**config.mk**
```make
export PLATFORM = sky130hd
export DESIGN_NAME = cpu_clock_source_select
export DESIGN_NICKNAME = d
export VERILOG_FILES = /design/src/pkg/clk_sel_pkg.sv /design/src/verilog/pin_sync.sv /design/src/verilog/cpu_clock_source_select.sv
export VERILOG_INCLUDE_DIRS = /design/src /design/src/pkg
export SDC_FILE = /design/constraint.sdc
export NUM_CORES = 1
export LEC_CHECK = 0
export ABC_AREA = 1
export BUFFER_PORTS_ARGS = -buffer_cell sky130_fd_sc_hd__buf_2
export CELL_PAD_IN_SITES_DETAIL_PLACEMENT = 0
export CELL_PAD_IN_SITES_GLOBAL_PLACEMENT = 2
export CORE_ASPECT_RATIO = 1.4
export CORE_MARGIN = 3
export CORE_UTILIZATION = 37
export CTS_CLUSTER_SIZE = 30
export DETAILED_ROUTE_END_ITERATION = 12
export GPL_ROUTABILITY_DRIVEN = 1
export GPL_TIMING_DRIVEN = 0
export PLACE_DENSITY_LB_ADDON = 0.1
export SYNTH_ARGS = -nofsm -noshare
export SYNTH_HDL_FRONTEND = slang
export SYNTH_SLANG_ARGS = --single-unit
```
**constraint.sdc**
```tcl
create_clock -name clk_sys_in -period 4.7 [get_ports clk_sys_in]
set_input_delay 0.705 -clock clk_sys_in [delete_from_list [all_inputs] [get_ports clk_sys_in]]
set_output_delay 0.705 -clock clk_sys_in [all_outputs]
set_load 0.1 [all_outputs]
```
**src/pkg/clk_sel_consts.svh**
```systemverilog
`ifndef CLK_SEL_CONSTS_SVH
`define CLK_SEL_CONSTS_SVH

// ****************************************
// clock configuration encodings
// ****************************************
`define CFG_X4 3'h7
`define CFG_X3 3'h6
`define CFG_X8 3'h5
`define CFG_X5 3'h4
`define CFG_DIRECT 3'h3
`define CFG_X10 3'h2
`define CFG_PRESCALE 3'h1
`define CFG_X16 3'h0
`define CFG_RESET 3'h7

// ****************************************
// system configuration register field
// ****************************************
`define SYSCFG_OWD_DIS_BIT 4

// ****************************************
// timing counts
// ****************************************
`define SYNC_FILL_CYCLES 2'h2
`define OWD_OVERFLOW_TICKS 5'h10
`define PLL_FREE_DIV 4'h4
`define PERIOD_WIDTH 16

`endif

```
**src/pkg/clk_sel_pkg.sv**
```systemverilog
package clk_sel_pkg;

  typedef enum logic [1:0] {
    MODE_PLL = 2'b00,
    MODE_PRESCALE = 2'b01,
    MODE_DIRECT = 2'b10
  } clk_mode_t;

  typedef enum logic [1:0] {
    CAP_WAIT = 2'b00,
    CAP_FILL = 2'b01,
    CAP_HELD = 2'b10
  } cap_state_t;

endpackage : clk_sel_pkg

```
**src/verilog/pin_sync.sv**
```systemverilog
module pin_sync #(
  parameter int WIDTH = 4
) (
  input wire logic clk_sys_in,
  input wire logic reset_n_in,
  input wire logic [WIDTH-1:0] async_in,
  output logic [WIDTH-1:0] sync_out
);

  logic [WIDTH-1:0] meta;

  // ****************************************
  // two-stage synchroniser per bit
  // ****************************************
  genvar i;
  generate
    for (i = 0; i < WIDTH; i++) begin : g_bit
      always_ff @(posedge clk_sys_in or negedge reset_n_in) begin
        if (!reset_n_in) begin
          meta[i] <= 1'b0;
          sync_out[i] <= 1'b0;
        end else begin
          meta[i] <= async_in[i];
          sync_out[i] <= meta[i];
        end
      end
    end
  endgenerate

endmodule : pin_sync

```
**src/verilog/cpu_clock_source_select.sv**
```systemverilog
`include "clk_sel_consts.svh"

module cpu_clock_source_select (
  input wire logic clk_sys_in,
  input wire logic reset_n_in,
  input wire logic [2:0] clock_config_pins_in,
  input wire logic crystal_input_pin_in,
  input wire logic [15:0] system_config_reg_in,
  input wire logic sw_reset_in,
  output logic cpu_clock_out,
  output logic cpu_clock_rise_out,
  output logic cpu_clock_fall_out,
  output logic [2:0] clock_config_bits_out,
  output logic config_valid_out,
  output logic pll_enable_out,
  output logic osc_amp_enable_out,
  output logic osc_watchdog_fail_out,
  output logic osc_watchdog_irq_out
);

  logic [3:0] pins_sync;
  logic xtal_s;
  logic xtal_d;
  clk_sel_pkg::cap_state_t cap_state;
  logic [1:0] fill_cnt;
  logic [`PERIOD_WIDTH-1:0] period_cnt;
  logic [`PERIOD_WIDTH-1:0] period_last;
  logic [`PERIOD_WIDTH-1:0] phase_acc;
  logic [3:0] pll_div;
  logic [4:0] wd_cnt;

  // ****************************************
  // pin synchronisation
  // ****************************************
  pin_sync #(.WIDTH(4)) u_pin_sync (
    .clk_sys_in(clk_sys_in),
    .reset_n_in(reset_n_in),
    .async_in({crystal_input_pin_in, clock_config_pins_in}),
    .sync_out(pins_sync)
  );

  // ****************************************
  // decode
  // ****************************************
  wire xtal_in_s = pins_sync[3];
  wire captured = (cap_state == clk_sel_pkg::CAP_HELD);
  wire [2:0] cfg = clock_config_bits_out;
  wire [5:0] mult = (cfg == `CFG_X4) ? 6'h04 :
                    (cfg == `CFG_X3) ? 6'h03 :
                    (cfg == `CFG_X8) ? 6'h08 :
                    (cfg == `CFG_X5) ? 6'h05 :
                    (cfg == `CFG_X10) ? 6'h0a :
                    (cfg == `CFG_X16) ? 6'h10 : 6'h01;
  wire clk_sel_pkg::clk_mode_t mode = clk_sel_pkg::clk_mode_t'(
    (cfg == `CFG_DIRECT) ? clk_sel_pkg::MODE_DIRECT :
    (cfg == `CFG_PRESCALE) ? clk_sel_pkg::MODE_PRESCALE :
    clk_sel_pkg::MODE_PLL);
  wire non_pll_mode = (mode != clk_sel_pkg::MODE_PLL);
  wire owd_disable = system_config_reg_in[`SYSCFG_OWD_DIS_BIT];
  wire wd_on = captured && non_pll_mode && !owd_disable;
  wire next_pll_enable = captured && (!non_pll_mode || !owd_disable);
  wire next_amp_enable = captured && (mode != clk_sel_pkg::MODE_DIRECT);
  wire xtal_rise = xtal_s && !xtal_d;
  wire xtal_edge = xtal_s ^ xtal_d;

  // ****************************************
  // pll model: free-running tick and multiplier
  // ****************************************
  wire pll_tick = (pll_div == `PLL_FREE_DIV - 4'h1);
  wire [`PERIOD_WIDTH-1:0] acc_sum = phase_acc + {{(`PERIOD_WIDTH-7){1'b0}}, mult, 1'b0};
  wire pll_toggle = (period_last != '0) && (acc_sum >= period_last);
  wire [`PERIOD_WIDTH-1:0] next_acc = pll_toggle ? acc_sum - period_last : acc_sum;

  // ****************************************
  // watchdog overflow
  // ****************************************
  wire wd_overflow = wd_on && pll_tick && !xtal_edge &&
                     (wd_cnt == `OWD_OVERFLOW_TICKS - 5'h01);
  // an overflow in the same cycle as a software reset still trips
  wire next_fail = wd_overflow || (!sw_reset_in && osc_watchdog_fail_out);

  // ****************************************
  // cpu clock selection
  // ****************************************
  wire next_cpu_clock =
    !captured ? 1'b0 :
    osc_watchdog_fail_out ? (pll_tick ? !cpu_clock_out : cpu_clock_out) :
    (mode == clk_sel_pkg::MODE_DIRECT) ? xtal_s :
    (mode == clk_sel_pkg::MODE_PRESCALE) ? (xtal_rise ^ cpu_clock_out) :
    (pll_toggle ^ cpu_clock_out);

  // ****************************************
  // configuration capture
  // ****************************************
  always_ff @(posedge clk_sys_in or negedge reset_n_in) begin
    if (!reset_n_in) begin
      cap_state <= clk_sel_pkg::CAP_WAIT;
      fill_cnt <= 2'h0;
      clock_config_bits_out <= `CFG_RESET;
      config_valid_out <= 1'b0;
    end else begin
      case (cap_state)
        clk_sel_pkg::CAP_WAIT: begin
          cap_state <= clk_sel_pkg::CAP_FILL;
          fill_cnt <= 2'h0;
        end
        clk_sel_pkg::CAP_FILL: begin
          fill_cnt <= fill_cnt + 2'h1;
          if (fill_cnt == `SYNC_FILL_CYCLES - 2'h1) begin
            cap_state <= clk_sel_pkg::CAP_HELD;
            clock_config_bits_out <= pins_sync[2:0];
            config_valid_out <= 1'b1;
          end
        end
        clk_sel_pkg::CAP_HELD: begin
          cap_state <= clk_sel_pkg::CAP_HELD;
        end
        default: begin
          cap_state <= clk_sel_pkg::CAP_WAIT;
        end
      endcase
    end
  end

  // ****************************************
  // input clock measurement and pll model
  // ****************************************
  always_ff @(posedge clk_sys_in or negedge reset_n_in) begin
    if (!reset_n_in) begin
      xtal_s <= 1'b0;
      xtal_d <= 1'b0;
      period_cnt <= '0;
      period_last <= '0;
      phase_acc <= '0;
      pll_div <= 4'h0;
    end else begin
      xtal_s <= xtal_in_s;
      xtal_d <= xtal_s;
      period_cnt <= xtal_rise ? {{(`PERIOD_WIDTH-1){1'b0}}, 1'b1} : period_cnt + 1'b1;
      if (xtal_rise) begin
        period_last <= period_cnt;
      end
      phase_acc <= next_acc;
      pll_div <= pll_tick ? 4'h0 : pll_div + 4'h1;
    end
  end

  // ****************************************
  // watchdog and outputs
  // ****************************************
  always_ff @(posedge clk_sys_in or negedge reset_n_in) begin
    if (!reset_n_in) begin
      wd_cnt <= 5'h00;
      osc_watchdog_fail_out <= 1'b0;
      osc_watchdog_irq_out <= 1'b0;
      cpu_clock_out <= 1'b0;
      cpu_clock_rise_out <= 1'b0;
      cpu_clock_fall_out <= 1'b0;
      pll_enable_out <= 1'b0;
      osc_amp_enable_out <= 1'b0;
    end else begin
      if (!wd_on || xtal_edge) begin
        wd_cnt <= 5'h00;
      end else if (pll_tick && wd_cnt != `OWD_OVERFLOW_TICKS) begin
        wd_cnt <= wd_cnt + 5'h01;
      end
      osc_watchdog_fail_out <= next_fail;
      osc_watchdog_irq_out <= next_fail && !osc_watchdog_fail_out;
      cpu_clock_out <= next_cpu_clock;
      cpu_clock_rise_out <= next_cpu_clock && !cpu_clock_out;
      cpu_clock_fall_out <= !next_cpu_clock && cpu_clock_out;
      pll_enable_out <= next_pll_enable || next_fail;
      osc_amp_enable_out <= next_amp_enable;
    end
  end

  // ****************************************
  // assertions
  // ****************************************
  a_config_held_stable: assert property (
    @(posedge clk_sys_in) disable iff (!reset_n_in)
    captured |=> $stable(clock_config_bits_out) && captured)
    else $error("clock configuration changed after capture");

  a_capture_from_pins: assert property (
    @(posedge clk_sys_in) disable iff (!reset_n_in)
    $rose(config_valid_out) |-> clock_config_bits_out == $past(pins_sync[2:0]))
    else $error("captured configuration differs from pins");

  a_decode_factor: assert property (
    @(posedge clk_sys_in) disable iff (!reset_n_in)
    captured |-> (cfg == `CFG_X16 ? mult == 6'h10 :
                  cfg == `CFG_X10 ? mult == 6'h0a :
                  cfg == `CFG_X8 ? mult == 6'h08 :
                  cfg == `CFG_X5 ? mult == 6'h05 :
                  cfg == `CFG_X4 ? mult == 6'h04 :
                  cfg == `CFG_X3 ? mult == 6'h03 : mult == 6'h01))
    else $error("multiplier decode wrong");

  a_prescale_phase_len: assert property (
    @(posedge clk_sys_in) disable iff (!reset_n_in)
    captured && mode == clk_sel_pkg::MODE_PRESCALE && !osc_watchdog_fail_out && !next_fail
    |=> cpu_clock_out == ($past(cpu_clock_out) ^ $past(xtal_rise)))
    else $error("prescaler phase not one input period");

  a_direct_follow_pin: assert property (
    @(posedge clk_sys_in) disable iff (!reset_n_in)
    captured && mode == clk_sel_pkg::MODE_DIRECT && !osc_watchdog_fail_out
    |=> cpu_clock_out == $past(xtal_s))
    else $error("direct drive clock does not follow pin");

  a_pll_off_disabled: assert property (
    @(posedge clk_sys_in) disable iff (!reset_n_in)
    captured && non_pll_mode && owd_disable && !osc_watchdog_fail_out && !next_fail
    |=> !pll_enable_out)
    else $error("pll running while watchdog disabled");

  a_amp_direct_off: assert property (
    @(posedge clk_sys_in) disable iff (!reset_n_in)
    captured ##1 captured |-> osc_amp_enable_out == ($past(mode) != clk_sel_pkg::MODE_DIRECT))
    else $error("oscillator amplifier enable wrong");

  a_wdog_overflow_trip: assert property (
    @(posedge clk_sys_in) disable iff (!reset_n_in)
    wd_overflow && !sw_reset_in |=> osc_watchdog_fail_out &&
    (osc_watchdog_irq_out == !$past(osc_watchdog_fail_out)))
    else $error("watchdog overflow did not trip");

  a_fail_sticky_hold: assert property (
    @(posedge clk_sys_in) disable iff (!reset_n_in)
    osc_watchdog_fail_out && !sw_reset_in |=> osc_watchdog_fail_out)
    else $error("watchdog fail released without reset");

  a_edge_pulse_match: assert property (
    @(posedge clk_sys_in) disable iff (!reset_n_in)
    ##1 (cpu_clock_rise_out == (cpu_clock_out && !$past(cpu_clock_out)) &&
         cpu_clock_fall_out == (!cpu_clock_out && $past(cpu_clock_out))))
    else $error("edge pulse does not match cpu clock");

endmodule : cpu_clock_source_select

```
# Word level (Yosys, flattened, before mapping)
# Cells that the tools add are included.
dict set report totals {
  input_bits 23
  ff_bits 82
  output_inout_bits 11
  elab_cells 108
}
dict set report classes {
  n_bitwise 3
  mux 21
  reduce_logical 34
  order_cmp 1
  n_eq_ne 17
  n_addsub 6
}
# cell n
set ops {}
lappend ops {{two-way mux 5 bit} 8}
lappend ops {{two-way mux 16 bit} 2}
lappend ops {{adder 16 x 1 -> 16 bit (second input constant)} 1}
lappend ops {{adder 16 x 6 -> 16 bit} 1}
lappend ops {{greater-or-equal comparator 16 bit} 1}
lappend ops {{nonzero test 16 bit} 1}
lappend ops {{subtractor 16 bit} 1}
lappend ops {{logical AND 1 bit} 14}
lappend ops {{equality test 3 bit (second input constant)} 4}
lappend ops {{logical NOT 1 bit} 9}
lappend ops {{equality test 2 x 1 -> 1 bit (second input constant)} 3}
lappend ops {{equality test 3 x 2 -> 1 bit (second input constant)} 2}
lappend ops {{two-way mux 1 bit} 6}
lappend ops {{one-hot mux 2 bit (3 select lines)} 1}
lappend ops {{nonzero test 2 bit} 3}
lappend ops {{adder 5 x 1 -> 5 bit (second input constant)} 1}
lappend ops {{equality test 5 x 4 -> 1 bit (second input constant)} 1}
lappend ops {{!= test 5 bit (second input constant)} 1}
lappend ops {{adder 4 x 1 -> 4 bit (second input constant)} 1}
lappend ops {{equality test 2 bit (second input constant)} 2}
lappend ops {{equality test 4 x 2 -> 1 bit (second input constant)} 1}
lappend ops {{logical OR 1 bit} 4}
lappend ops {{two-way mux 2 bit} 2}
lappend ops {{two-way mux 4 bit} 1}
lappend ops {{other kinds (8)} 11}

# Depth between registers and ports, before layout
# Gate-level depths: netlist of run 1.
dict set report logic_depth {
  word_depth 17
  mapped_depth 30
  mapped_depth_nobuf 30
}

# Hierarchy
# A second synthesis of run 1 with hierarchy kept.
dict set report unflattened {
  hier_cells 561
  hier_area_um2 4604.4
}
# mod cells_per_inst seq_area_each_um2 area_each_um2 instances
set modules_own_cells {}
lappend modules_own_cells {cpu_clock_source_select 553 1855.5 4404.2 1}
lappend modules_own_cells {pin_sync 8 200.2 200.2 1}

# Least setup slack after synthesis of run 1
# Ideal clock, no wire load.
dict set report synth_timing {
  path_type {register -> register}
  from {register clock_config_bits_out[1]}
  to {register cpu_clock_rise_out}
  synth_period_minus_slack_ns 4.028
  path_buffers 0
  path_slack_ns 0.672
  setup_time_ns 0.155
  stages_incl_launch_ff 30
  arrival_time_ns 3.874
  t_required_ns 4.545
  path_cell_list {dfstp_2 inv_1 nor2_1 nor2_1 ha_1 a21oi_1 nand2_1 nand2_1 nand2_1 nand2_1 nand2_1 nand4_1 inv_1 or2_2 nand2_1 inv_1 ha_1 nand2_2 nor2_2 inv_2 nor2_4 nand3_2 nand3_2 nand3_2 nand2_1 nand2_1 nand3_2 nand2_2 nand2_2 nor2_2}
}
dict set report synth_via {
  elab_chain_cells 16
  word_cells_on_any_way 27
  cone_classes {add/sub (1); order compare (1); eq/ne (9); mux (12); bitwise (1); reduce/logical (3)}
}
# element line_no
set synth_rtl {}
lappend synth_rtl {{start: declaration} cpu_clock_source_select.sv:13} ;# output logic [2:0] clock_config_bits_out,
lappend synth_rtl {{start signal: assignment} cpu_clock_source_select.sv:99} ;# clock_config_bits_out <= `CFG_RESET;
lappend synth_rtl {{start signal: assignment} cpu_clock_source_select.sv:111} ;# clock_config_bits_out <= pins_sync[2:0];
lappend synth_rtl {{logical NOT 3 bit (no source line)} -}
lappend synth_rtl {{two-way mux 5 bit} cpu_clock_source_select.sv:53} ;# (cfg == `CFG_X16) ? 6'h10 : 6'h01;
lappend synth_rtl {{two-way mux 5 bit} cpu_clock_source_select.sv:52} ;# (cfg == `CFG_X10) ? 6'h0a :
lappend synth_rtl {{two-way mux 5 bit} cpu_clock_source_select.sv:51} ;# (cfg == `CFG_X5) ? 6'h05 :
lappend synth_rtl {{two-way mux 5 bit} cpu_clock_source_select.sv:50} ;# (cfg == `CFG_X8) ? 6'h08 :
lappend synth_rtl {{two-way mux 5 bit} cpu_clock_source_select.sv:49} ;# (cfg == `CFG_X3) ? 6'h03 :
lappend synth_rtl {{two-way mux 5 bit} cpu_clock_source_select.sv:48} ;# wire [5:0] mult = (cfg == `CFG_X4) ? 6'h04 :
lappend synth_rtl {{adder 16 x 6 -> 16 bit} cpu_clock_source_select.sv:70} ;# wire [`PERIOD_WIDTH-1:0] acc_sum = phase_acc + {{(`PERIOD_WIDTH-7){1'b0}}, mult, 1'b0};
lappend synth_rtl {{greater-or-equal comparator 16 bit} cpu_clock_source_select.sv:71} ;# wire pll_toggle = (period_last != '0) && (acc_sum >= period_last);
lappend synth_rtl {{logical AND 1 bit} cpu_clock_source_select.sv:71}
lappend synth_rtl {{bitwise XOR 1 bit} cpu_clock_source_select.sv:90} ;# (pll_toggle ^ cpu_clock_out);
lappend synth_rtl {{two-way mux 1 bit} cpu_clock_source_select.sv:89} ;# (mode == clk_sel_pkg::MODE_PRESCALE) ? (xtal_rise ^ cpu_clock_out) :
lappend synth_rtl {{two-way mux 1 bit (*)} cpu_clock_source_select.sv:88} ;# (mode == clk_sel_pkg::MODE_DIRECT) ? xtal_s :
lappend synth_rtl {{two-way mux 1 bit (*)} cpu_clock_source_select.sv:87} ;# osc_watchdog_fail_out ? (pll_tick ? !cpu_clock_out : cpu_clock_out) :
lappend synth_rtl {{two-way mux 1 bit (*)} cpu_clock_source_select.sv:86} ;# !captured ? 1'b0 :
lappend synth_rtl {{logical AND 1 bit (*)} cpu_clock_source_select.sv:170} ;# cpu_clock_rise_out <= next_cpu_clock && !cpu_clock_out;
lappend synth_rtl {{end signal: assignment} cpu_clock_source_select.sv:170}
lappend synth_rtl {{end: declaration} cpu_clock_source_select.sv:11} ;# output logic cpu_clock_rise_out,
# Every way passes the cells marked *; elsewhere a longest branch is shown, timed or not.
# A chain may end at the register's enable or synchronous reset.

# Final worst setup path of run 1
dict set report layout_timing {
  from {register clock_config_bits_out[1]}
  to {register phase_acc[15]}
}
dict set report layout_via {
  elab_chain_cells 11
  word_cells_on_any_way 17
  cone_classes {add/sub (2); order compare (1); eq/ne (5); mux (7); reduce/logical (2)}
}
# element line_no
set layout_rtl {}
lappend layout_rtl {{logical NOT 3 bit (no source line)} -}
lappend layout_rtl {{two-way mux 5 bit} cpu_clock_source_select.sv:53}
lappend layout_rtl {{two-way mux 5 bit} cpu_clock_source_select.sv:52}
lappend layout_rtl {{two-way mux 5 bit} cpu_clock_source_select.sv:51}
lappend layout_rtl {{two-way mux 5 bit} cpu_clock_source_select.sv:50}
lappend layout_rtl {{two-way mux 5 bit} cpu_clock_source_select.sv:49}
lappend layout_rtl {{two-way mux 5 bit (*)} cpu_clock_source_select.sv:48}
lappend layout_rtl {{adder 16 x 6 -> 16 bit (*)} cpu_clock_source_select.sv:70}
lappend layout_rtl {{greater-or-equal comparator 16 bit} cpu_clock_source_select.sv:71}
lappend layout_rtl {{logical AND 1 bit} cpu_clock_source_select.sv:71}
lappend layout_rtl {{two-way mux 16 bit (*)} cpu_clock_source_select.sv:72} ;# wire [`PERIOD_WIDTH-1:0] next_acc = pll_toggle ? acc_sum - period_last : acc_sum;
lappend layout_rtl {{via next_acc[15]} cpu_clock_source_select.sv:72}
lappend layout_rtl {{end signal: assignment} cpu_clock_source_select.sv:143} ;# phase_acc <= next_acc;
lappend layout_rtl {{end: declaration} cpu_clock_source_select.sv:28} ;# logic [`PERIOD_WIDTH-1:0] phase_acc;
# Mark *: on every way through the listed nets, which the timed path passes. The rest lies on a longest branch.

==> results of run 1 <==
==> metrics by stage <==
stage | cell area (um2) | hold slack [ns] | utilization (%) | power [mW] | instances
finish | 5291 | 0.2458 | 42.77 | 3.321 | 741
global route | 5291 | 0.2552 | 42.77 | 3.647 | 741
CTS | 5291 | 0.2435 | 42.77 | 3.388 | 741
detailed placement | 5011 | 0.3364 | 40.50 | 2.705 | 726
global placement | 4981 | 0.3317 | 40.26 | 2.696 | 725
floorplan | 4703 | 0.3312 | - | 2.318 | 557
==> registers in the layout (all words and copies together) (netlist names) <==
register,count
fill_cnt,2
cpu_clock_out,1
clock_config_bits_out,3
phase_acc,16
wd_cnt,5
osc_watchdog_fail_out,1
u_pin_sync.meta,4
period_last,16
pll_enable_out,1
xtal_d,1
cpu_clock_rise_out,1
osc_amp_enable_out,1
u_pin_sync.sync_out,4
period_cnt,16
config_valid_out,1
cap_state,2
pll_div,4
cpu_clock_fall_out,1
osc_watchdog_irq_out,1
xtal_s,1
==> logic make-up after synthesis <==
logic type               after synthesis  share of synthesized area, %
AO/OA/AOI/OAI                         99                         12.10
XOR/XNOR                              24                         4.629
adder cells (fa/ha/maj)               33                         9.098
buffers and inverters                100                         8.433
flip-flops                            82                         43.71
AND/OR/NAND/NOR                      219                         22.03
==> synth_stat cells, types with 2 or more instances <==
cell type	instances	share of area, %
o21ai_1	9	0.96
a21oi_1	31	3.3
dfstp_2	3	1.7
inv_2	3	0.24
nand3_2	7	1.5
clkbuf_1	3	0.24
nor3_1	8	0.85
xnor2_1	8	1.5
fa_1	2	0.85
inv_1	90	7.2
a31oi_1	5	0.67
dfrtp_1	79	42
o21ai_2	6	1.1
a21o_1	2	0.32
o21ai_0	37	3.9
nor2_2	4	0.53
ha_1	31	8.2
nor4_1	4	0.53
nor3b_1	2	0.32
or2_2	4	0.53
xor2_1	15	2.8
nand3_1	18	1.9
nand4_1	9	1.2
buf_6	2	0.48
nor2_1	37	3.0
nand2_2	6	0.80
nand2_1	112	8.9
nor2_4	3	0.72
o21bai_1	2	0.32
==> per-layer routing <==
metal  vias up  GRT usage, %  wire length, um
li1       1858             -                -
met1      1646         18.50             4327
met2        26         27.69             5365
met3        13         2.859              227
met4         0         4.762              166
met5         -             0                0
==> area by class of cell <==
class	instances	area [um2]
Tap cell	150	187.7
Sequential cell	82	2056
Multi-Input combinational cell	375	2251
Timing Repair Buffer	19	120.1
Clock inverter	3	23.77
Inverter	94	355.3
Fill cell	1274	7081
Clock buffer	12	256.5
Buffer	6	41.29
==> worst reg2reg max path: stages (launching register included) <==
cell and delay [ns]:
dfstp_2 0.57, inv_1 0.10, nor2_1 0.28, nor2_1 0.10, ha_1 0.34, a21oi_1 0.14, nand2_1 0.12, nand2_1 0.08
nand2_1 0.05, nand2_1 0.05, nand2_1 0.09, nand4_1 0.09, inv_1 0.05, or2_2 0.26, nand2_1 0.08, inv_1 0.06
ha_1 0.37, nand2_2 0.08, nor2_2 0.14, inv_2 0.05, nor2_4 0.11, nand3_2 0.07, nand3_2 0.10, nand2_2 0.13
inv_4 0.14, o21ai_1 0.08, a21oi_1 0.12, nor2_1 0.05
==> power groups by stage <==
stage	logic (mW)	clock network [mW]	registers (mW)
floorplan	1.30	0	1.01
global placement	1.76	0	0.940
detailed placement	1.76	0	0.940
CTS	1.77	0.688	0.928
global route	1.99	0.716	0.944
finish	1.73	0.666	0.926
==> layout by cell type, fill, tap and decap left out, types with 2 or more instances in the layout <==
cell type	n
xnor2_1	8
xor2_1	15
nor2_4	3
o21ai_1	9
nand2_2	6
clkbuf_1	4
o21ai_0	37
o21ai_2	6
nor3_1	8
inv_2	3
nor2_2	4
nor4_1	4
a21oi_1	31
nand2_1	112
dfstp_2	3
buf_4	2
nand3_1	18
nand4_1	9
o21bai_1	2
fa_1	2
clkbuf_16	9
nor3b_1	2
clkinvlp_4	2
buf_2	17
nand3_2	7
a21o_1	2
buf_6	2
a31oi_1	5
or2_2	4
dfrtp_1	79
clkbuf_8	2
ha_1	31
nor2_1	37
inv_1	90
==> worst paths after layout <==
path | slack (ns) | start | to | cells after the start
max in group asynchronous | 3.80 | reset_n_in | clock_config_bits_out[2] | 2
worst min-delay path | 0.25 | reset_n_in | wd_cnt[1] | 1
worst max-delay path | 0.69 | clock_config_bits_out[1] | phase_acc[15] | 27
min in group clk_sys_in | 0.35 | u_pin_sync.meta[1] | u_pin_sync.sync_out[1] | 0
worst min register to register | 0.35 | u_pin_sync.meta[1] | u_pin_sync.sync_out[1] | 0
worst max register to register | 0.69 | clock_config_bits_out[1] | phase_acc[15] | 27
==> summary.md, run 1 <==
| Metric | Value |
|---|---|
| Status | complete, no violations |
| Area growth syn-to-layout | 12.50% |
| Avg Cell Area, Syn | between 8 and 9 um2 |
| Number of global-route vias before repair | 3710 |
| Psw | roughly 1.5 mW |
| Initial DRC count | 93 |
| Dpl ws | between 0.6 and 0.7 ns |
| First-pass GRT wire length | 17400 um |
| Initial antenna violation count | 0 |
| CP most frequent cell | nand2_1 |
| Req. time, crit path | 4.92 ns |
| Yosys warning count | 0 |
| Final hold vios | 0 |
| Core Region | 12370 um2 |
| Top delay family on crit path | simple AND/OR/NAND/NOR gates |
| Via density per instance | 4.781 |
| Ys async rst share | between 90% and 100% |
| Pwr per Cell Area | about 630 nW/um2 |
| Setup ws final | between 0.6 and 0.7 ns |
| Clock Skew | roughly 0.0067 ns |
| Critical Path AT | approximately 4.2 ns |
| Final period utilization | between 80% and 90% |
| WL/cell | 13.61 um |
| DRC Markers | 0 |
| CP endpoint kind | register |
| Synthesized net count | 613 |
| Min cycle time layout | about 4.0 ns |
| Largest net degree at the start of global routing | 66 |
| # IOs | 34 |
| Placer Congestion | about 0.80 |
| Setup bufs post-CTS | 0 |
| Total grt overflow | 0 |
| Area of the mapped netlist | 4703 um2 |
| Total CTS buffers | 9 |
| DP HPWL | around 8000 um |
| Num rows | 48 |
| Post-CTS sizing | 0 |
| Fmax | approximately 250 MHz |
| Layout net count | 643 |
| Clock power frac | between 20% and 30% |
| Max FO, Critical Path | 9 |
| Clock Tree Root | clkbuf_16 |
| RSZ-0062 raised after global routing | no |
| CTS tree | built |
| Startpoint Class | register |
| Clock transition at path regs | ~0.06 ns |
| # setup viols final | 0 |
| Critical path's slowest cell | dfstp_2 |
| Switching part of the total power | between 40% and 50% |
| VDD IR-drop max | 0.2611 mV |
| Final WL | slightly above 10000 um |
| Drt pass-1 iters | 4 |
| Antenna cells | 0 |
| Port Buffers | 18 |
| CTS Hold Bufs | 0 |
| Fin. max-slew vios | 0 |
| Slowest stage delay, CP | 0.57 ns |
| Post-synth EDFFs | 0 |
| Worst-Skew Late Latency | approximately 0.33 ns |
| #FFs+latches synth | between 80 and 90 |
| Vias | between 3000 and 4000 |
| Die Area | 14120 um2 |
| Synth unique cells | 44 |
| Combinational power share | between 50 and 60% |
| Die width | 101.3 um |
| Pleak | between 2 and 3 nW |
| Total Neg Setup Slack | 0 ns |
| Remaining antenna violation count after routing | 0 |
| Initial Util | between 30% and 40% |
| Overall fraction of global-route tracks in use | between 15 and 20% |
| Clk buf depth | 2 |
| Top FF cell, synth | dfrtp_1 |
| Num Clock Sinks | 82 |
| Pint | around 1.9 mW |
| Worst slew margin | 67.22% |
| Worst slew pin tran | 0.4916 ns |
| Cells after synthesis | between 500 and 600 |
| Register area share after synthesis | a little over two fifths |
| Layout cells sized above 1 | approximately 14% |
| Max-Cap Viols | 0 |
| H-tree Lvls | 3 |
| Min-delay worst type | primary input to async pin |
| Reg power frac | 27.9% |
| Crit path buf inv count | 5 |
| Die H | between 100 and 150 um |
| Crit Path Category | register to register |
(Power assumes the default switching activity.)
==> run 2: changes to the inputs <==
--- a/config.mk
+++ b/config.mk
@@ -11,7 +11,7 @@
 export CELL_PAD_IN_SITES_DETAIL_PLACEMENT = 0
 export CELL_PAD_IN_SITES_GLOBAL_PLACEMENT = 2
 export CORE_ASPECT_RATIO = 1.4
-export CORE_MARGIN = 3
+export CORE_MARGIN = 2
 export CORE_UTILIZATION = 37
 export CTS_CLUSTER_SIZE = 30
 export DETAILED_ROUTE_END_ITERATION = 12
==> summary.md, run 2 (synthesis results as in run 1) <==
| Metric | Value |
|---|---|
| Switching part of the total power | 44.29% (+0.20 points) |
| Clock Skew | 0.006127 ns (-0.0005237 ns) |
| Pint | 1.856 mW (about the same) |
| Worst slew pin tran | 0.5093 ns (+0.01770 ns) |
| RSZ-0062 raised after global routing | no |
| DRC Markers | 0 (unchanged) |
| Core Region | 12370 um2 (unchanged) |
| Fin. max-slew vios | 0 (unchanged) |
| Layout net count | 643 (unchanged) |
| Worst path depth | 24 (-11%) |
| Clock power frac | 20.1% (about the same) |
| Reg power frac | 27.8% (about the same) |
| VDD IR-drop max | 0.2574 mV (-1.4%) |
| First-pass GRT wire length | 17860 um (+2.7%) |
| Setup crit end | phase_acc[2] |
| Reg2Reg Setup Slack | 0.67 ns (-0.02 ns) |
| Final WL | 10220 um (+1.3%) |
| Crit path buf inv count | 4 (-1) |
| Worst path cell trace | inv_1, a21oi_1, inv_1, a21oi_1, ha_1, fa_1, nand3_1, nand3_2, nand2_1, a21oi_4, nand2_2, nor2_4, nand4_1, nand2_1, inv_1, ha_1, a21oi_1, nand2_1, a21oi_1, nand3_2, nand2_2, buf_4, nand2_1, o21ai_2 |
| Clock transition at path regs | 0.06 ns (about the same) |
| Num rows | 48 (unchanged) |
| Slowest stage delay, CP | 0.57 ns (about the same) |
| Max FO, Critical Path | 10 (+1) |
| Clock Tree Root | clkbuf_16 |
| Initial DRC count | 82 (-12%) |
| Crit Path Category | register to register |
| Min-delay worst type | primary input to async pin |
| # IOs | 34 (unchanged) |
| Worst slew margin | 66.04% (-1.2 points) |
| Total CTS buffers | 9 (unchanged) |
| R2r startpoint | clock_config_bits_out[1] |
| Die width | 99.29 um (-2.0%) |
| Pwr per Cell Area | 629.8 nW/um2 (+0.33%) |
| Number of global-route vias before repair | 3762 (+1.4%) |
| Fmax | 248.1 MHz (-0.58%) |
| Num Clock Sinks | 82 (unchanged) |
| Most common cell after layout, fill and taps aside | nand2_1 |
| Post-CTS sizing | 0 (unchanged) |
| Die Area | 13640 um2 (-3.4%) |
| Drt pass-1 iters | 4 (unchanged) |
| CP endpoint kind | register |
| WL/cell | 13.79 um (+1.3%) |
| CTS tree | built |
| Psw | 1.476 mW (+0.80%) |
| Total Neg Setup Slack | 0 ns (unchanged) |
| Most frequent cells in the layout | 112 x nand2_1, 90 x inv_1, 79 x dfrtp_1, 37 x nor2_1, 37 x o21ai_0 |
| Status | complete, no violations |
| Port Buffers | 18 (unchanged) |
| Top delay family on crit path | simple AND/OR/NAND/NOR gates |
| Overall fraction of global-route tracks in use | 16.63% (+1.1 points) |
| Layout cells sized above 1 | 14.04% (unchanged) |
| Final period utilization | 85.76% (+0.50 points) |
| Largest regs | period_cnt: 16 flops, period_last: 16 flops, phase_acc: 16 flops |
| Total grt overflow | 0 (unchanged) |
| Setup ws final | 0.6695 ns (-0.02350 ns) |
| CTS Hold Bufs | 0 (unchanged) |
| Placer Congestion | 0.7949 (-1.2%) |
| Initial antenna violation count | 0 (unchanged) |
| Worst-Skew Late Latency | 0.33 ns (about the same) |
| Max-Cap Viols | 0 (unchanged) |
| Worst R2R Path Depth | 24 (-11%) |
| Dpl ws | 0.6099 ns (-0.009708 ns) |
| Vias | 3561 (+0.51%) |
| Startpoint Class | register |
| Initial Util | 38.02% (unchanged) |
| Pleak | 2.615 nW (unchanged) |
| Min cycle time layout | 4.030 ns (+0.02350 ns) |
| Largest net degree at the start of global routing | 65 (-1.5%) |
| Clk buf depth | 2 (unchanged) |
| Die H | 137.4 um (-1.4%) |
| Combinational power share | 52.0% (about the same) |
| Via density per instance | 4.806 (+0.51%) |
| Setup bufs post-CTS | 0 (unchanged) |
| Worst r2r dst | phase_acc[2] |
| Area growth syn-to-layout | 12.50% (unchanged) |
| Critical Path AT | 4.29 ns (+0.06 ns) |
| # setup viols final | 0 (unchanged) |
| Final hold vios | 0 (unchanged) |
| Req. time, crit path | 4.96 ns (+0.04 ns) |
| Remaining antenna violation count after routing | 0 (unchanged) |
| Antenna cells | 0 (unchanged) |
| H-tree Lvls | 3 (unchanged) |
| Critical path startpoint | clock_config_bits_out[1] |
| DP HPWL | 7998 um (+0.63%) |
| Critical path's slowest cell | dfstp_2 |
[run 2: cell counts in the layout (fill, tap and decap cells not counted)]
Identical to the previous run, type by type.
[run 2: cell type report]
type	instances	area (um2)
Inverter	94	355.3
Clock buffer	12	256.5
Fill cell	1301	7081
Buffer	6	41.29
Tap cell	150	187.7
Sequential cell	82	2056
Clock inverter	3	23.77
Timing Repair Buffer	19	120.1
Multi-Input combinational cell	375	2251
[run 2: routing by layer]
layer  up-vias  wire (um)  global-route usage [%]
met3         7        230                   3.095
met4         0        103                   4.871
met5         -          0                       0
li1       1860          -                       -
met1      1670       4384                   18.74
met2        24       5496                   31.61
[run 2: worst reg2reg max path: stages (launching register included)]
cell     delay (ns)
dfstp_2        0.57
inv_1          0.11
a21oi_1        0.18
inv_1          0.09
a21oi_1        0.13
ha_1           0.21
fa_1           0.22
nand3_1        0.10
nand3_2        0.11
nand2_1        0.09
a21oi_4        0.19
nand2_2        0.10
nor2_4         0.13
nand4_1        0.09
nand2_1        0.12
inv_1          0.05
ha_1           0.33
a21oi_1        0.17
nand2_1        0.08
a21oi_1        0.21
nand3_2        0.14
nand2_2        0.18
buf_4          0.23
nand2_1        0.09
o21ai_2        0.06
[run 2: worst min-delay path by stage]
stage                             end  slack (ns)  depth (start not counted)
2_1_floorplan  u_pin_sync.sync_out[0]        0.33                          0
3_3_place_gp   u_pin_sync.sync_out[1]        0.33                          0
3_5_place_dp   u_pin_sync.sync_out[1]        0.34                          0
4_1_cts                     wd_cnt[0]        0.25                          1
5_1_grt                     wd_cnt[1]        0.25                          1
6_report                    wd_cnt[1]        0.25                          1
[run 2: per-stage QoR]
stage	hold WS (ns)	power (mW)	cells	util (%)	cell area [um2]
2_1_floorplan	0.3312	2.318	557	-	4703
3_3_place_gp	0.3340	2.695	725	40.26	4981
3_5_place_dp	0.3362	2.707	726	40.50	5011
4_1_cts	0.2507	3.393	741	42.77	5291
5_1_grt	0.2544	3.653	741	42.77	5291
6_report	0.2513	3.333	741	42.77	5291
[run 2: power groups by stage]
stage,registers [mW],logic [mW],clock network [mW]
floorplan,1.01,1.30,0
global placement,0.940,1.75,0
detailed placement,0.940,1.77,0
CTS,0.928,1.77,0.691
global route,0.946,1.99,0.721
finish,0.927,1.73,0.671
==> run 3: changes to the inputs <==
==> constraint.sdc (replaced) <==
create_clock -name clk_sys_in -period 4.45 [get_ports clk_sys_in]
set_input_delay 0.6675 -clock clk_sys_in [delete_from_list [all_inputs] [get_ports clk_sys_in]]
set_output_delay 0.6675 -clock clk_sys_in [all_outputs]
set_load 0.1 [all_outputs]
==> summary.md, run 3 (synthesis results as in run 1) <==
| Metric | Value |
|---|---|
| First-pass GRT wire length | 17860 um (unchanged) |
| Worst-Skew Late Latency | 0.33 ns (about the same) |
| Final hold vios | 0 (unchanged) |
| Num Clock Sinks | 82 (unchanged) |
| Die Area | 13640 um2 (unchanged) |
| Largest net degree at the start of global routing | 65 (unchanged) |
| Worst slew margin | 66.07% (about the same) |
| Most frequent cells in the layout | 112 x nand2_1, 90 x inv_1, 79 x dfrtp_1, 37 x o21ai_0, 36 x nor2_1 |
| Fmax | 249.8 MHz (+0.69%) |
| WL/cell | 13.79 um (about the same) |
| Max-Cap Viols | 0 (unchanged) |
| Area of the multi-input gates | 2258 um2 (+0.33%) |
| Most common cell after layout, fill and taps aside | nand2_1 |
| Req. time, crit path | 4.71 ns (-0.25 ns) |
| FILL cells | 1300 (-0.077%) |
| Overall fraction of global-route tracks in use | 16.63% (unchanged) |
| Total grt overflow | 0 (unchanged) |
| Area growth syn-to-layout | 12.66% |
| Total CTS buffers | 9 (unchanged) |
| Placer Congestion | 0.7949 (unchanged) |
| Num rows | 48 (unchanged) |
| Layout net count | 643 (unchanged) |
| Antenna cells | 0 (unchanged) |
| Initial antenna violation count | 0 (unchanged) |
| Top delay family on crit path | simple AND/OR/NAND/NOR gates |
| Slowest stage delay, CP | 0.57 ns (about the same) |
| Port Buffers | 18 (unchanged) |
| Min cycle time layout | 4.003 ns (-0.02743 ns) |
| Min-delay worst type | primary input to async pin |
| Worst path cell trace | inv_1, a21oi_1, inv_1, a21oi_1, ha_1, fa_1, nand3_1, nand3_2, nand2_1, a21oi_4, nand2_2, nor2_4, nand4_1, nand2_1, inv_1, ha_1, a21oi_1, nand2_1, a21oi_1, nand3_2, nand2_4, buf_4, nand2_1, o21ai_2 |
| Remaining antenna violation count after routing | 0 (unchanged) |
| Number of global-route vias before repair | 3762 (unchanged) |
| Vias | 3562 (+0.028%) |
| Initial DRC count | 82 (unchanged) |
| Clk buf depth | 2 (unchanged) |
| Clock Tree Root | clkbuf_16 |
| Die width | 99.29 um (unchanged) |
| # IOs | 34 (unchanged) |
| CP endpoint kind | register |
| Pleak | 2.617 nW (about the same) |
| Crit Path Category | register to register |
| Final WL | 10220 um (about the same) |
| Status | complete, no violations |
| Drt pass-1 iters | 4 (unchanged) |
| Die H | 137.4 um (unchanged) |
| VDD IR-drop max | 0.2719 mV (+5.6%) |
| Max FO, Critical Path | 10 (unchanged) |
| Clock Skew | 0.006298 ns (+0.0001709 ns) |
| FF+latch area | 2056 um2 (unchanged) |
| Layout cells sized above 1 | 14.21% (+0.17 points) |
| Total Neg Setup Slack | 0 ns (unchanged) |
| Critical Path AT | 4.26 ns (-0.03 ns) |
| Core Region | 12370 um2 (unchanged) |
| DRC Markers | 0 (unchanged) |
| Post-Place Cells | 726 (unchanged) |
| Core Util, Final | 42.83% (+0.061 points) |
| Pwr per Cell Area | 665.2 nW/um2 (+5.6%) |
| Worst slew pin tran | 0.5089 ns (-0.0004452 ns) |
| Via density per instance | 4.807 (about the same) |
| Critical path's slowest cell | dfstp_2 |
| Critical path startpoint | clock_config_bits_out[1] |
| Clock transition at path regs | 0.06 ns (about the same) |
| Fin. max-slew vios | 0 (unchanged) |
| Largest regs | period_cnt: 16 flops, period_last: 16 flops, phase_acc: 16 flops |
| R2r startpoint | clock_config_bits_out[1] |
| Non-filler instance count after layout | 741 (unchanged) |
| Startpoint Class | register |
| RSZ-0062 raised after global routing | no |
| Initial Util | 38.02% (unchanged) |
| Final period utilization | 89.96% (+4.2 points) |
| CTS tree | built |
| # setup viols final | 0 (unchanged) |
| Crit path buf inv count | 4 (unchanged) |
| DP HPWL | 7998 um (unchanged) |
| Setup bufs post-CTS | 0 (unchanged) |
| H-tree Lvls | 3 (unchanged) |
[run 3: final timing paths]
path	end	slack (ns)	cells after the start
worst min register to register	u_pin_sync.sync_out[1]	0.35	0
worst max-delay path	phase_acc[2]	0.45	24
max in group asynchronous	clock_config_bits_out[1]	3.59	2
worst max register to register	phase_acc[2]	0.45	24
worst min-delay path	wd_cnt[1]	0.21	1
min in group clk_sys_in	u_pin_sync.sync_out[1]	0.35	0
[run 3: routing by layer]
layer	global-route usage (%)	up-vias	part of all wire (%)
li1	-	1861	-
met1	18.74	1670	43
met2	31.61	24	54
met3	3.095	7	2.3
met4	4.871	0	1.0
met5	0	-	0
[run 3: power breakdown]
part	internal [mW]	switching, mW
Sequential	0.884	0.0954
Combinational	0.672	1.16
Clock	0.408	0.301
[run 3: layout make-up]
cell class	count	share of cell area, %
Buffer	6	0.7792
Clock buffer	12	4.841
Clock inverter	3	0.4486
Inverter	94	6.706
Multi-Input combinational cell	375	42.62
Sequential cell	82	38.80
Tap cell	150	3.542
Timing Repair Buffer	19	2.267
[run 3: metrics by stage]
stage | hold slack (ns) | area [um2] | power, mW | worst slack [ns]
2_1_floorplan | 0.3312 | 4703 | 2.448 | 0.4219
3_3_place_gp | 0.3340 | 4981 | 2.846 | 0.3467
3_5_place_dp | 0.3362 | 5011 | 2.859 | 0.3599
4_1_cts | 0.2132 | 5291 | 3.584 | 0.3386
5_1_grt | 0.2169 | 5299 | 3.865 | 0.03995
6_report | 0.2139 | 5299 | 3.525 | 0.4469
[run 3: worst reg2reg max path: stages, from the launching register on]
cell and delay (ns):
dfstp_2 0.57, inv_1 0.11, a21oi_1 0.19, inv_1 0.09, a21oi_1 0.13, ha_1 0.20, fa_1 0.22, nand3_1 0.10
nand3_2 0.11, nand2_1 0.09, a21oi_4 0.19, nand2_2 0.10, nor2_4 0.13, nand4_1 0.09, nand2_1 0.12, inv_1 0.05
ha_1 0.33, a21oi_1 0.17, nand2_1 0.08, a21oi_1 0.21, nand3_2 0.16, nand2_4 0.14, buf_4 0.21, nand2_1 0.09
o21ai_2 0.06
[run 3: what timing repair did]
item,CTS,global route
endpoints found under the setup margin,0,5
gates resized for setup,0,2
hold buffers,0,0
